`src/core/flash_self_program_pkg.sv`:
```
// Shared constants and types for the flash self-programming controller
package flash_self_program_pkg;

    // Register byte offsets
    localparam logic [7:0] CTRL_OFF = 8'h00;
    localparam logic [7:0] STATUS_OFF = 8'h04;
    localparam logic [7:0] LOCK_OFF = 8'h08;
    localparam logic [7:0] IRQ_STAT_OFF = 8'h0C;
    localparam logic [7:0] IRQ_MASK_OFF = 8'h10;
    localparam logic [7:0] LAYOUT_OFF = 8'h14;

    // Control bits
    localparam int CTRL_BUSY_CLR_BIT = 0;
    localparam int CTRL_CHIP_ERASE_BIT = 1;

    // Status bits
    localparam int ST_BUSY_BIT = 0;
    localparam int ST_ACTIVE_BIT = 1;
    localparam int ST_STALL_BIT = 2;

    // Event bits and width
    localparam int EV_DONE_BIT = 0;
    localparam int EV_REFUSED_BIT = 1;
    localparam int EV_W = 2;

    // Lock pair layout: [1:0] application, [3:2] boot section
    localparam int LOCK_W = 4;
    localparam int APP_LO = 0;
    localparam int BOOT_LO = 2;
    localparam logic [3:0] LOCK_RESET = 4'hF;
    localparam int LOCK_WR_BIT = 0;
    localparam int LOCK_RD_BIT = 1;

    // Layout register field positions
    localparam int LAYOUT_VEC_LO = 16;

    // Application reset address
    localparam logic [15:0] APP_RESET_ADDR = 16'h0000;

    // AXI responses
    localparam logic [1:0] RESP_OKAY = 2'b00;
    localparam logic [1:0] RESP_SLVERR = 2'b10;

    // Controller states, one-hot
    typedef enum logic [2:0] {
        ST_IDLE = 3'b001,
        ST_CONC = 3'b010,
        ST_HALT = 3'b100
    } prog_state_t;

    // Store-program request from the core
    typedef struct packed {
        logic erase;
        logic [15:0] exec_addr;
        logic [15:0] target_addr;
    } prog_req_t;

    // Command to the flash array
    typedef struct packed {
        logic start;
        logic erase;
        logic [15:0] page_addr;
    } flash_cmd_t;

endpackage

```
`src/core/flash_self_program.sv`:
```
// Flash self-programming section, region and lock control with AXI4-Lite registers
//
// The address map and register access over AXI4-Lite were chosen for this implementation.
`timescale 1ns/100ps

module flash_self_program #(
    parameter int AW = 16,
    parameter int PAGE_W = 6,
    parameter logic [15:0] FLASH_TOP = 16'h7FFF,
    parameter logic [15:0] STALL_BASE = 16'h7000,
    parameter logic [15:0] BOOT_SIZE_0 = 16'h1000,
    parameter logic [15:0] BOOT_SIZE_1 = 16'h0800,
    parameter logic [15:0] BOOT_SIZE_2 = 16'h0400,
    parameter logic [15:0] BOOT_SIZE_3 = 16'h0200
) (
    // Clock and reset
    input wire logic aclk,
    input wire logic aresetn,
    // AXI4-Lite write
    input wire logic [7:0] awaddr,
    input wire logic awvalid,
    output logic awready,
    input wire logic [31:0] wdata,
    input wire logic [3:0] wstrb,
    input wire logic wvalid,
    output logic wready,
    output logic [1:0] bresp,
    output logic bvalid,
    input wire logic bready,
    // AXI4-Lite read
    input wire logic [7:0] araddr,
    input wire logic arvalid,
    output logic arready,
    output logic [31:0] rdata,
    output logic [1:0] rresp,
    output logic rvalid,
    input wire logic rready,
    // Fuses
    input wire logic [1:0] boot_size_fuses,
    input wire logic boot_reset_select_fuse,
    // Core store-program and program read
    input wire logic prog_valid,
    input wire flash_self_program_pkg::prog_req_t prog_req,
    input wire logic rd_valid,
    input wire logic [AW-1:0] rd_addr,
    input wire logic [AW-1:0] rd_exec_addr,
    output logic rd_ok,
    output logic core_stall,
    output logic [AW-1:0] reset_vector,
    // Flash array
    output flash_self_program_pkg::flash_cmd_t flash_cmd,
    input wire logic flash_done,
    // Interrupt
    output logic irq
);

    // Boot section start from fuses, never below the stalling region
    function automatic logic [AW-1:0] boot_start(input logic [1:0] sz);
        logic [15:0] size;
        logic [15:0] start;
        unique case (sz)
            2'b00: size = BOOT_SIZE_0;
            2'b01: size = BOOT_SIZE_1;
            2'b10: size = BOOT_SIZE_2;
            2'b11: size = BOOT_SIZE_3;
        endcase
        start = FLASH_TOP - size + 16'h0001;
        if (start < STALL_BASE) begin
            start = STALL_BASE;
        end
        return start[AW-1:0];
    endfunction

    // Lock pair selected by section of an address
    function automatic logic [1:0] pair_of(input logic in_boot, input logic [3:0] lk);
        return in_boot ? lk[flash_self_program_pkg::BOOT_LO +: 2]
                       : lk[flash_self_program_pkg::APP_LO +: 2];
    endfunction

    flash_self_program_pkg::prog_state_t state_reg, state_next;
    logic busy_reg, busy_next;
    logic stall_reg, stall_next;
    logic [3:0] lock_reg, lock_next;
    logic [1:0] ev_reg, ev_next;
    logic [1:0] mask_reg, mask_next;
    flash_self_program_pkg::flash_cmd_t cmd_reg, cmd_next;
    logic rd_ok_reg, rd_ok_next;
    logic [AW-1:0] vec_reg, vec_next;
    logic irq_reg, irq_next;
    logic awready_reg, awready_next, arready_reg, arready_next;
    logic bvalid_reg, bvalid_next, rvalid_reg, rvalid_next;
    logic [1:0] bresp_reg, bresp_next, rresp_reg, rresp_next;
    logic [31:0] rdata_reg, rdata_next;
    logic [AW-1:0] bstart;
    logic exec_boot, tgt_boot, tgt_stall, wr_locked, start_ok, wr_fire, rd_fire;
    logic [1:0] ev_set, tgt_pair, rd_pair;

    // Section decode for the store-program request
    always_comb begin
        bstart = boot_start(boot_size_fuses);
        exec_boot = prog_req.exec_addr >= bstart;
        tgt_boot = prog_req.target_addr >= bstart;
        tgt_stall = prog_req.target_addr >= STALL_BASE;
        tgt_pair = pair_of(tgt_boot, lock_reg);
        wr_locked = !tgt_pair[flash_self_program_pkg::LOCK_WR_BIT];
        start_ok = prog_valid && exec_boot && !wr_locked
                   && (state_reg == flash_self_program_pkg::ST_IDLE);
    end

    // AXI handshake and event decode
    always_comb begin
        wr_fire = awready_reg;
        rd_fire = arready_reg;
        ev_set = '0;
        ev_set[flash_self_program_pkg::EV_DONE_BIT] =
            flash_done && (state_reg != flash_self_program_pkg::ST_IDLE);
        ev_set[flash_self_program_pkg::EV_REFUSED_BIT] = prog_valid && !start_ok;
    end

    // Programming sequencer next state
    always_comb begin
        state_next = state_reg;
        busy_next = busy_reg;
        stall_next = stall_reg;
        cmd_next = cmd_reg;
        cmd_next.start = 1'b0;
        unique case (state_reg)
            flash_self_program_pkg::ST_IDLE: begin
                if (start_ok) begin
                    cmd_next.start = 1'b1;
                    cmd_next.erase = prog_req.erase;
                    cmd_next.page_addr = {prog_req.target_addr[15:PAGE_W], {PAGE_W{1'b0}}};
                    if (tgt_stall) begin
                        state_next = flash_self_program_pkg::ST_HALT;
                        stall_next = 1'b1;
                    end else begin
                        state_next = flash_self_program_pkg::ST_CONC;
                    end
                end
            end
            flash_self_program_pkg::ST_CONC: begin
                if (flash_done) begin
                    state_next = flash_self_program_pkg::ST_IDLE;
                end
            end
            flash_self_program_pkg::ST_HALT: begin
                if (flash_done) begin
                    state_next = flash_self_program_pkg::ST_IDLE;
                    stall_next = 1'b0;
                end
            end
            default: begin
                state_next = flash_self_program_pkg::ST_IDLE;
                stall_next = 1'b0;
            end
        endcase
        // Software clear loses to a new concurrent start
        if (wr_fire && awaddr == flash_self_program_pkg::CTRL_OFF && wstrb[0]
            && wdata[flash_self_program_pkg::CTRL_BUSY_CLR_BIT]
            && state_reg == flash_self_program_pkg::ST_IDLE) begin
            busy_next = 1'b0;
        end
        if (start_ok && !tgt_stall) begin
            busy_next = 1'b1;
        end
    end

    // Program read gating, registered grant
    always_comb begin
        logic rd_boot;
        logic ex_boot;
        rd_boot = 1'b0;
        ex_boot = 1'b0;
        rd_boot = rd_addr >= bstart;
        ex_boot = rd_exec_addr >= bstart;
        rd_pair = pair_of(rd_boot, lock_reg);
        rd_ok_next = rd_valid && !stall_reg;
        if (busy_reg && rd_addr < STALL_BASE) begin
            rd_ok_next = 1'b0;
        end
        if (rd_boot != ex_boot
            && !rd_pair[flash_self_program_pkg::LOCK_RD_BIT]) begin
            rd_ok_next = 1'b0;
        end
    end

    // Register file, interrupt and reset vector next values
    always_comb begin
        lock_next = lock_reg;
        mask_next = mask_reg;
        ev_next = ev_reg;
        if (wr_fire && wstrb[0]) begin
            unique case (awaddr)
                flash_self_program_pkg::LOCK_OFF:
                    lock_next = lock_reg & wdata[3:0];
                flash_self_program_pkg::IRQ_MASK_OFF:
                    mask_next = wdata[1:0];
                flash_self_program_pkg::IRQ_STAT_OFF:
                    ev_next = ev_reg & ~wdata[1:0];
                flash_self_program_pkg::CTRL_OFF:
                    if (wdata[flash_self_program_pkg::CTRL_CHIP_ERASE_BIT]) begin
                        lock_next = flash_self_program_pkg::LOCK_RESET;
                    end
                default: ;
            endcase
        end
        ev_next = ev_next | ev_set;
        irq_next = |(ev_next & mask_next);
        vec_next = boot_reset_select_fuse ? flash_self_program_pkg::APP_RESET_ADDR[AW-1:0]
                                          : bstart;
    end

    // AXI4-Lite slave channel next values
    always_comb begin
        awready_next = awvalid && wvalid && !awready_reg && !bvalid_reg;
        bvalid_next = bvalid_reg;
        bresp_next = bresp_reg;
        if (bvalid_reg && bready) begin
            bvalid_next = 1'b0;
        end
        if (wr_fire) begin
            bvalid_next = 1'b1;
            bresp_next = (awaddr > flash_self_program_pkg::LAYOUT_OFF || awaddr[1:0] != 2'b00)
                         ? flash_self_program_pkg::RESP_SLVERR : flash_self_program_pkg::RESP_OKAY;
        end
        arready_next = arvalid && !arready_reg && !rvalid_reg;
        rvalid_next = rvalid_reg;
        rresp_next = rresp_reg;
        rdata_next = rdata_reg;
        if (rvalid_reg && rready) begin
            rvalid_next = 1'b0;
        end
        if (rd_fire) begin
            rvalid_next = 1'b1;
            rresp_next = flash_self_program_pkg::RESP_OKAY;
            rdata_next = 32'h0000_0000;
            unique case (araddr)
                flash_self_program_pkg::CTRL_OFF: rdata_next = 32'h0000_0000;
                flash_self_program_pkg::STATUS_OFF: begin
                    rdata_next[flash_self_program_pkg::ST_BUSY_BIT] = busy_reg;
                    rdata_next[flash_self_program_pkg::ST_ACTIVE_BIT] =
                        state_reg != flash_self_program_pkg::ST_IDLE;
                    rdata_next[flash_self_program_pkg::ST_STALL_BIT] = stall_reg;
                end
                flash_self_program_pkg::LOCK_OFF: rdata_next[3:0] = lock_reg;
                flash_self_program_pkg::IRQ_STAT_OFF: rdata_next[1:0] = ev_reg;
                flash_self_program_pkg::IRQ_MASK_OFF: rdata_next[1:0] = mask_reg;
                flash_self_program_pkg::LAYOUT_OFF: begin
                    rdata_next[AW-1:0] = bstart;
                    rdata_next[flash_self_program_pkg::LAYOUT_VEC_LO +: AW] = vec_reg;
                end
                default: rresp_next = flash_self_program_pkg::RESP_SLVERR;
            endcase
        end
    end

    // All state registers
    always_ff @(posedge aclk) begin
        if (!aresetn) begin
            state_reg <= flash_self_program_pkg::ST_IDLE;
            busy_reg <= 1'b0;
            stall_reg <= 1'b0;
            cmd_reg <= '0;
            lock_reg <= flash_self_program_pkg::LOCK_RESET;
            ev_reg <= '0;
            mask_reg <= '0;
            irq_reg <= 1'b0;
            rd_ok_reg <= 1'b0;
            vec_reg <= '0;
            awready_reg <= 1'b0;
            arready_reg <= 1'b0;
            bvalid_reg <= 1'b0;
            rvalid_reg <= 1'b0;
            bresp_reg <= '0;
            rresp_reg <= '0;
            rdata_reg <= '0;
        end else begin
            state_reg <= state_next;
            busy_reg <= busy_next;
            stall_reg <= stall_next;
            cmd_reg <= cmd_next;
            lock_reg <= lock_next;
            ev_reg <= ev_next;
            mask_reg <= mask_next;
            irq_reg <= irq_next;
            rd_ok_reg <= rd_ok_next;
            vec_reg <= vec_next;
            awready_reg <= awready_next;
            arready_reg <= arready_next;
            bvalid_reg <= bvalid_next;
            rvalid_reg <= rvalid_next;
            bresp_reg <= bresp_next;
            rresp_reg <= rresp_next;
            rdata_reg <= rdata_next;
        end
    end

    // Output drive
    assign awready = awready_reg;
    assign wready = awready_reg;
    assign bvalid = bvalid_reg;
    assign bresp = bresp_reg;
    assign arready = arready_reg;
    assign rvalid = rvalid_reg;
    assign rresp = rresp_reg;
    assign rdata = rdata_reg;
    assign rd_ok = rd_ok_reg;
    assign core_stall = stall_reg;
    assign reset_vector = vec_reg;
    assign flash_cmd = cmd_reg;
    assign irq = irq_reg;
endmodule // flash_self_program

```
`config.mk`:
```
export PLATFORM = sky130hd
export DESIGN_NAME = flash_self_program
export DESIGN_NICKNAME = d
export VERILOG_FILES = /design/src/core/flash_self_program_pkg.sv /design/src/core/flash_self_program.sv
export SDC_FILE = /design/constraint.sdc
export NUM_CORES = 1
export LEC_CHECK = 0
export BUFFER_PORTS_ARGS = -buffer_cell sky130_fd_sc_hd__buf_2
export CAP_MARGIN = 10
export CORE_AREA = 8 8 110 92
export DETAILED_ROUTE_END_ITERATION = 12
export DIE_AREA = 0 0 118 100
export HOLD_SLACK_MARGIN = 0.08
export MAX_ROUTING_LAYER = met4
export PLACE_DENSITY = 0.75
export SYNTH_ARGS = -nofsm -noshare
export SYNTH_HDL_FRONTEND = slang
export SYNTH_SLANG_ARGS = --single-unit
```
`constraint.sdc`:
```
create_clock -name aclk -period 2.8 [get_ports aclk]
set_input_delay 0.42 -clock aclk [delete_from_list [all_inputs] [get_ports aclk]]
set_output_delay 0.42 -clock aclk [all_outputs]
set_load 0.01 [all_outputs]
```
==> metrics.txt <==
first-pass GRT wire length=13900 um; largest cells by area after synthesis=dfxtp_1 (39%), ha_1 (8.9%), buf_4 (8.4%); post-detailed-route count of antenna-violating nets=0; # Max-Cap Violations=0; flip-flop count of the largest register after layout=18; pre-CTS setup slack=112 ps; placed cells=548; Worst setup EP type=flop; Num CTS Buffers=9; TritonCTS clock tree=yes; cts repair resizes=0; main flop type after synthesis=dfxtp_1; asr flop ratio synth=0; PwrDens=531 nW/um2; dpl cell area=3570 um2; R2R Path Start=lock_reg[0]$_SDFFE_PN1P_; via-per-instance ratio=4.81; FF-to-FF path depth=5; Final min period=2340 ps; TritonRoute pass-1 iters=4; worst setup path end=state_reg[1]$_SDFFE_PN0P_; Post-Syn Instances=327; CTS Root Buffer Type=clkbuf_8; Mean Syn Cell Area=9.07 um2; WHS Path Cells=3; Final #Nets=598; setup ws final=461 ps; largest net degree at the start of global routing=41; fmax=428 MHz; synthesized area=2970 um2; CP arrival=2570 ps; Worst-path clk slew=70 ps; Final Wtd Congestion=0.822; H-tree levels=3; CTS max path bufs=2; GR Util met3=0.0561; CP max stage delay=360 ps; Final Max Slew Viols=0; Worst-Margin Slew=721 ps; initial DRC count=113; most frequent cells in the layout=buf_2 (112), dfxtp_1 (58), nand2_1 (44); share of the synthesized area in the top cell type=0.391; grt met2 use=0.244; core footprint=8300 um2; Worst EP required=3030 ps; Yosys reg bits=58; Port Buffer Count=112; post-CTS setup buffers=0; outcome=finished, final reports clean; Leakage=1.85 nW; initial antenna violation count=0; # rows=30; critical-path maximum fanout=4; Die ar.=11800 um2; Max-slew headroom=0.519; RSZ-0062 raised after global routing=false; largest area contributor in the netlist=dfxtp_1; CTS Hold Bufs=0; Die X=118 um; sequential-to-total area share from yosys stat=0.391; EDFF count, synth=0; Worst Hold Slack=324 ps; layout cell share with drive strength beyond 1=0.322; Hold/Removal Path Class=in -> reg; effective utilization at floorplan=0.358; period utilisation layout=0.835; Most Frequent Cell on Critical Path=ha_1; # DRC=0; DRT Wirelength=8570 um; # setup viols final=0; busiest grt layer=met2; die height=100 um; total negative setup slack=0 ps; Layout area overhead=27.8%; Crit-path slowest cell=mux2_4; commonest non-fill, non-tap cell in the layout=buf_2; DR WL/cell=15.2 um; Worst VDD drop=0.213 mV; non-filler instance count after layout=563; Startpoint Class=input port; clock skew=7.13 ps; post-synth cell types=55; Hold Vio Cnt, Final=0; clk_lat worst skew=340 ps; fill cell count=856; GRT Total Usage=0.149; Ys Warns=0; vias=2707; setup slack, reg-to-reg=970 ps; M1 GR Usage=0.167; Sink Count=58; diodes inserted=0; hpwl dp=6930 um; Reg2Reg Capture Point=state_reg[1]$_SDFFE_PN0P_; Design Power=2.01 mW; crit-path cells=buf_2 -> nand2b_1 -> ha_1 -> inv_1 -> ha_1 -> o21ai_0 -> a21oi_1 -> mux2_4 -> or2_1 -> a2111oi_2; I/O pin total=208; Final Util=0.457; vias in the first global route=2788; Crit Path Category=in -> reg; critical path startpoint=boot_size_fuses[0]; final instance area=3790 um2; final global-route overflow total=0
[critical path: cells and delay by family]
kind | cells | cell delay (ps)
AO/OA/AOI/OAI | 3 | 650
multiplexers | 1 | 360
adder cells (fa/ha/maj) | 2 | 560
AND/OR/NAND/NOR | 2 | 400
buffers and inverters | 2 | 190
[Yosys cell counts (2+ instances only)]
| library cell | n |
|---|---|
| dfxtp_1 | 58 |
| a32oi_1 | 2 |
| nand3_1 | 4 |
| a31oi_1 | 3 |
| clkbuf_1 | 8 |
| a21o_1 | 2 |
| nor3_1 | 7 |
| and3b_1 | 2 |
| nand4b_1 | 2 |
| nand2b_1 | 5 |
| o211ai_1 | 6 |
| ha_1 | 21 |
| a21oi_1 | 15 |
| a31o_2 | 2 |
| nor2b_1 | 5 |
| nor4_1 | 2 |
| inv_1 | 11 |
| a22o_1 | 12 |
| nand2_1 | 44 |
| o21ai_0 | 17 |
| o31ai_1 | 2 |
| nand4_1 | 2 |
| mux2i_1 | 14 |
| a311oi_1 | 2 |
| nor2_1 | 17 |
| buf_4 | 33 |
[cells by family (layout without fill, tap and decap cells)]
group | Yosys count | count (layout) | share of synthesized area
buffers and inverters | 52 | 146 | 0.108
xor gates and xnor gates | 1 | 1 | 0.00295
DFF | 58 | 58 | 0.391
adders and majority gates | 21 | 21 | 0.0886
and+or+nand+nor | 103 | 103 | 0.174
muxes | 16 | 16 | 0.0561
other | 1 | 31 | 0.00126
AOI/OAI and AO/OA | 75 | 75 | 0.178
[area by class of cell]
cell class / count / area (um2) / share of cell area
flip-flops and latches: 58 / 1160 / 0.306
clock inverters: 5 / 78.8 / 0.0208
multi-input cells: 247 / 1600 / 0.422
clock buffers: 10 / 138 / 0.0363
repair buffers: 120 / 633 / 0.167
well taps: 112 / 140 / 0.0370
inverters: 11 / 41.3 / 0.0109
[worst min-delay path by stage]
stage,from,endpoint
floorplan,lock_reg[1]$_SDFFE_PN1P_,rd_ok$_SDFF_PP0_
finish,wvalid,awready$_SDFF_PN0_
global placement,bvalid$_SDFFE_PN0P_,awready$_SDFF_PN0_
CTS,prog_req[6],flash_cmd[6]$_SDFFE_PN0P_
detailed placement,rvalid$_SDFFE_PN0P_,arready$_SDFF_PN0_
global route,wvalid,awready$_SDFF_PN0_
[routing by layer]
metal / vias to the layer above / part of all wire
met3: 12 / 0.068
met2: 92 / 0.47
met4: 0 / 0.012
met1: 1257 / 0.45
li1: 1346 / -
met5: - / 0
[where the power goes]
group          internal, mW  switching, mW  leakage [nW]
Sequential            0.853         0.0200         0.472
Clock                 0.518          0.337         0.112
Combinational         0.121          0.163          1.27
Note: power is estimated with default switching activity, not from simulation.
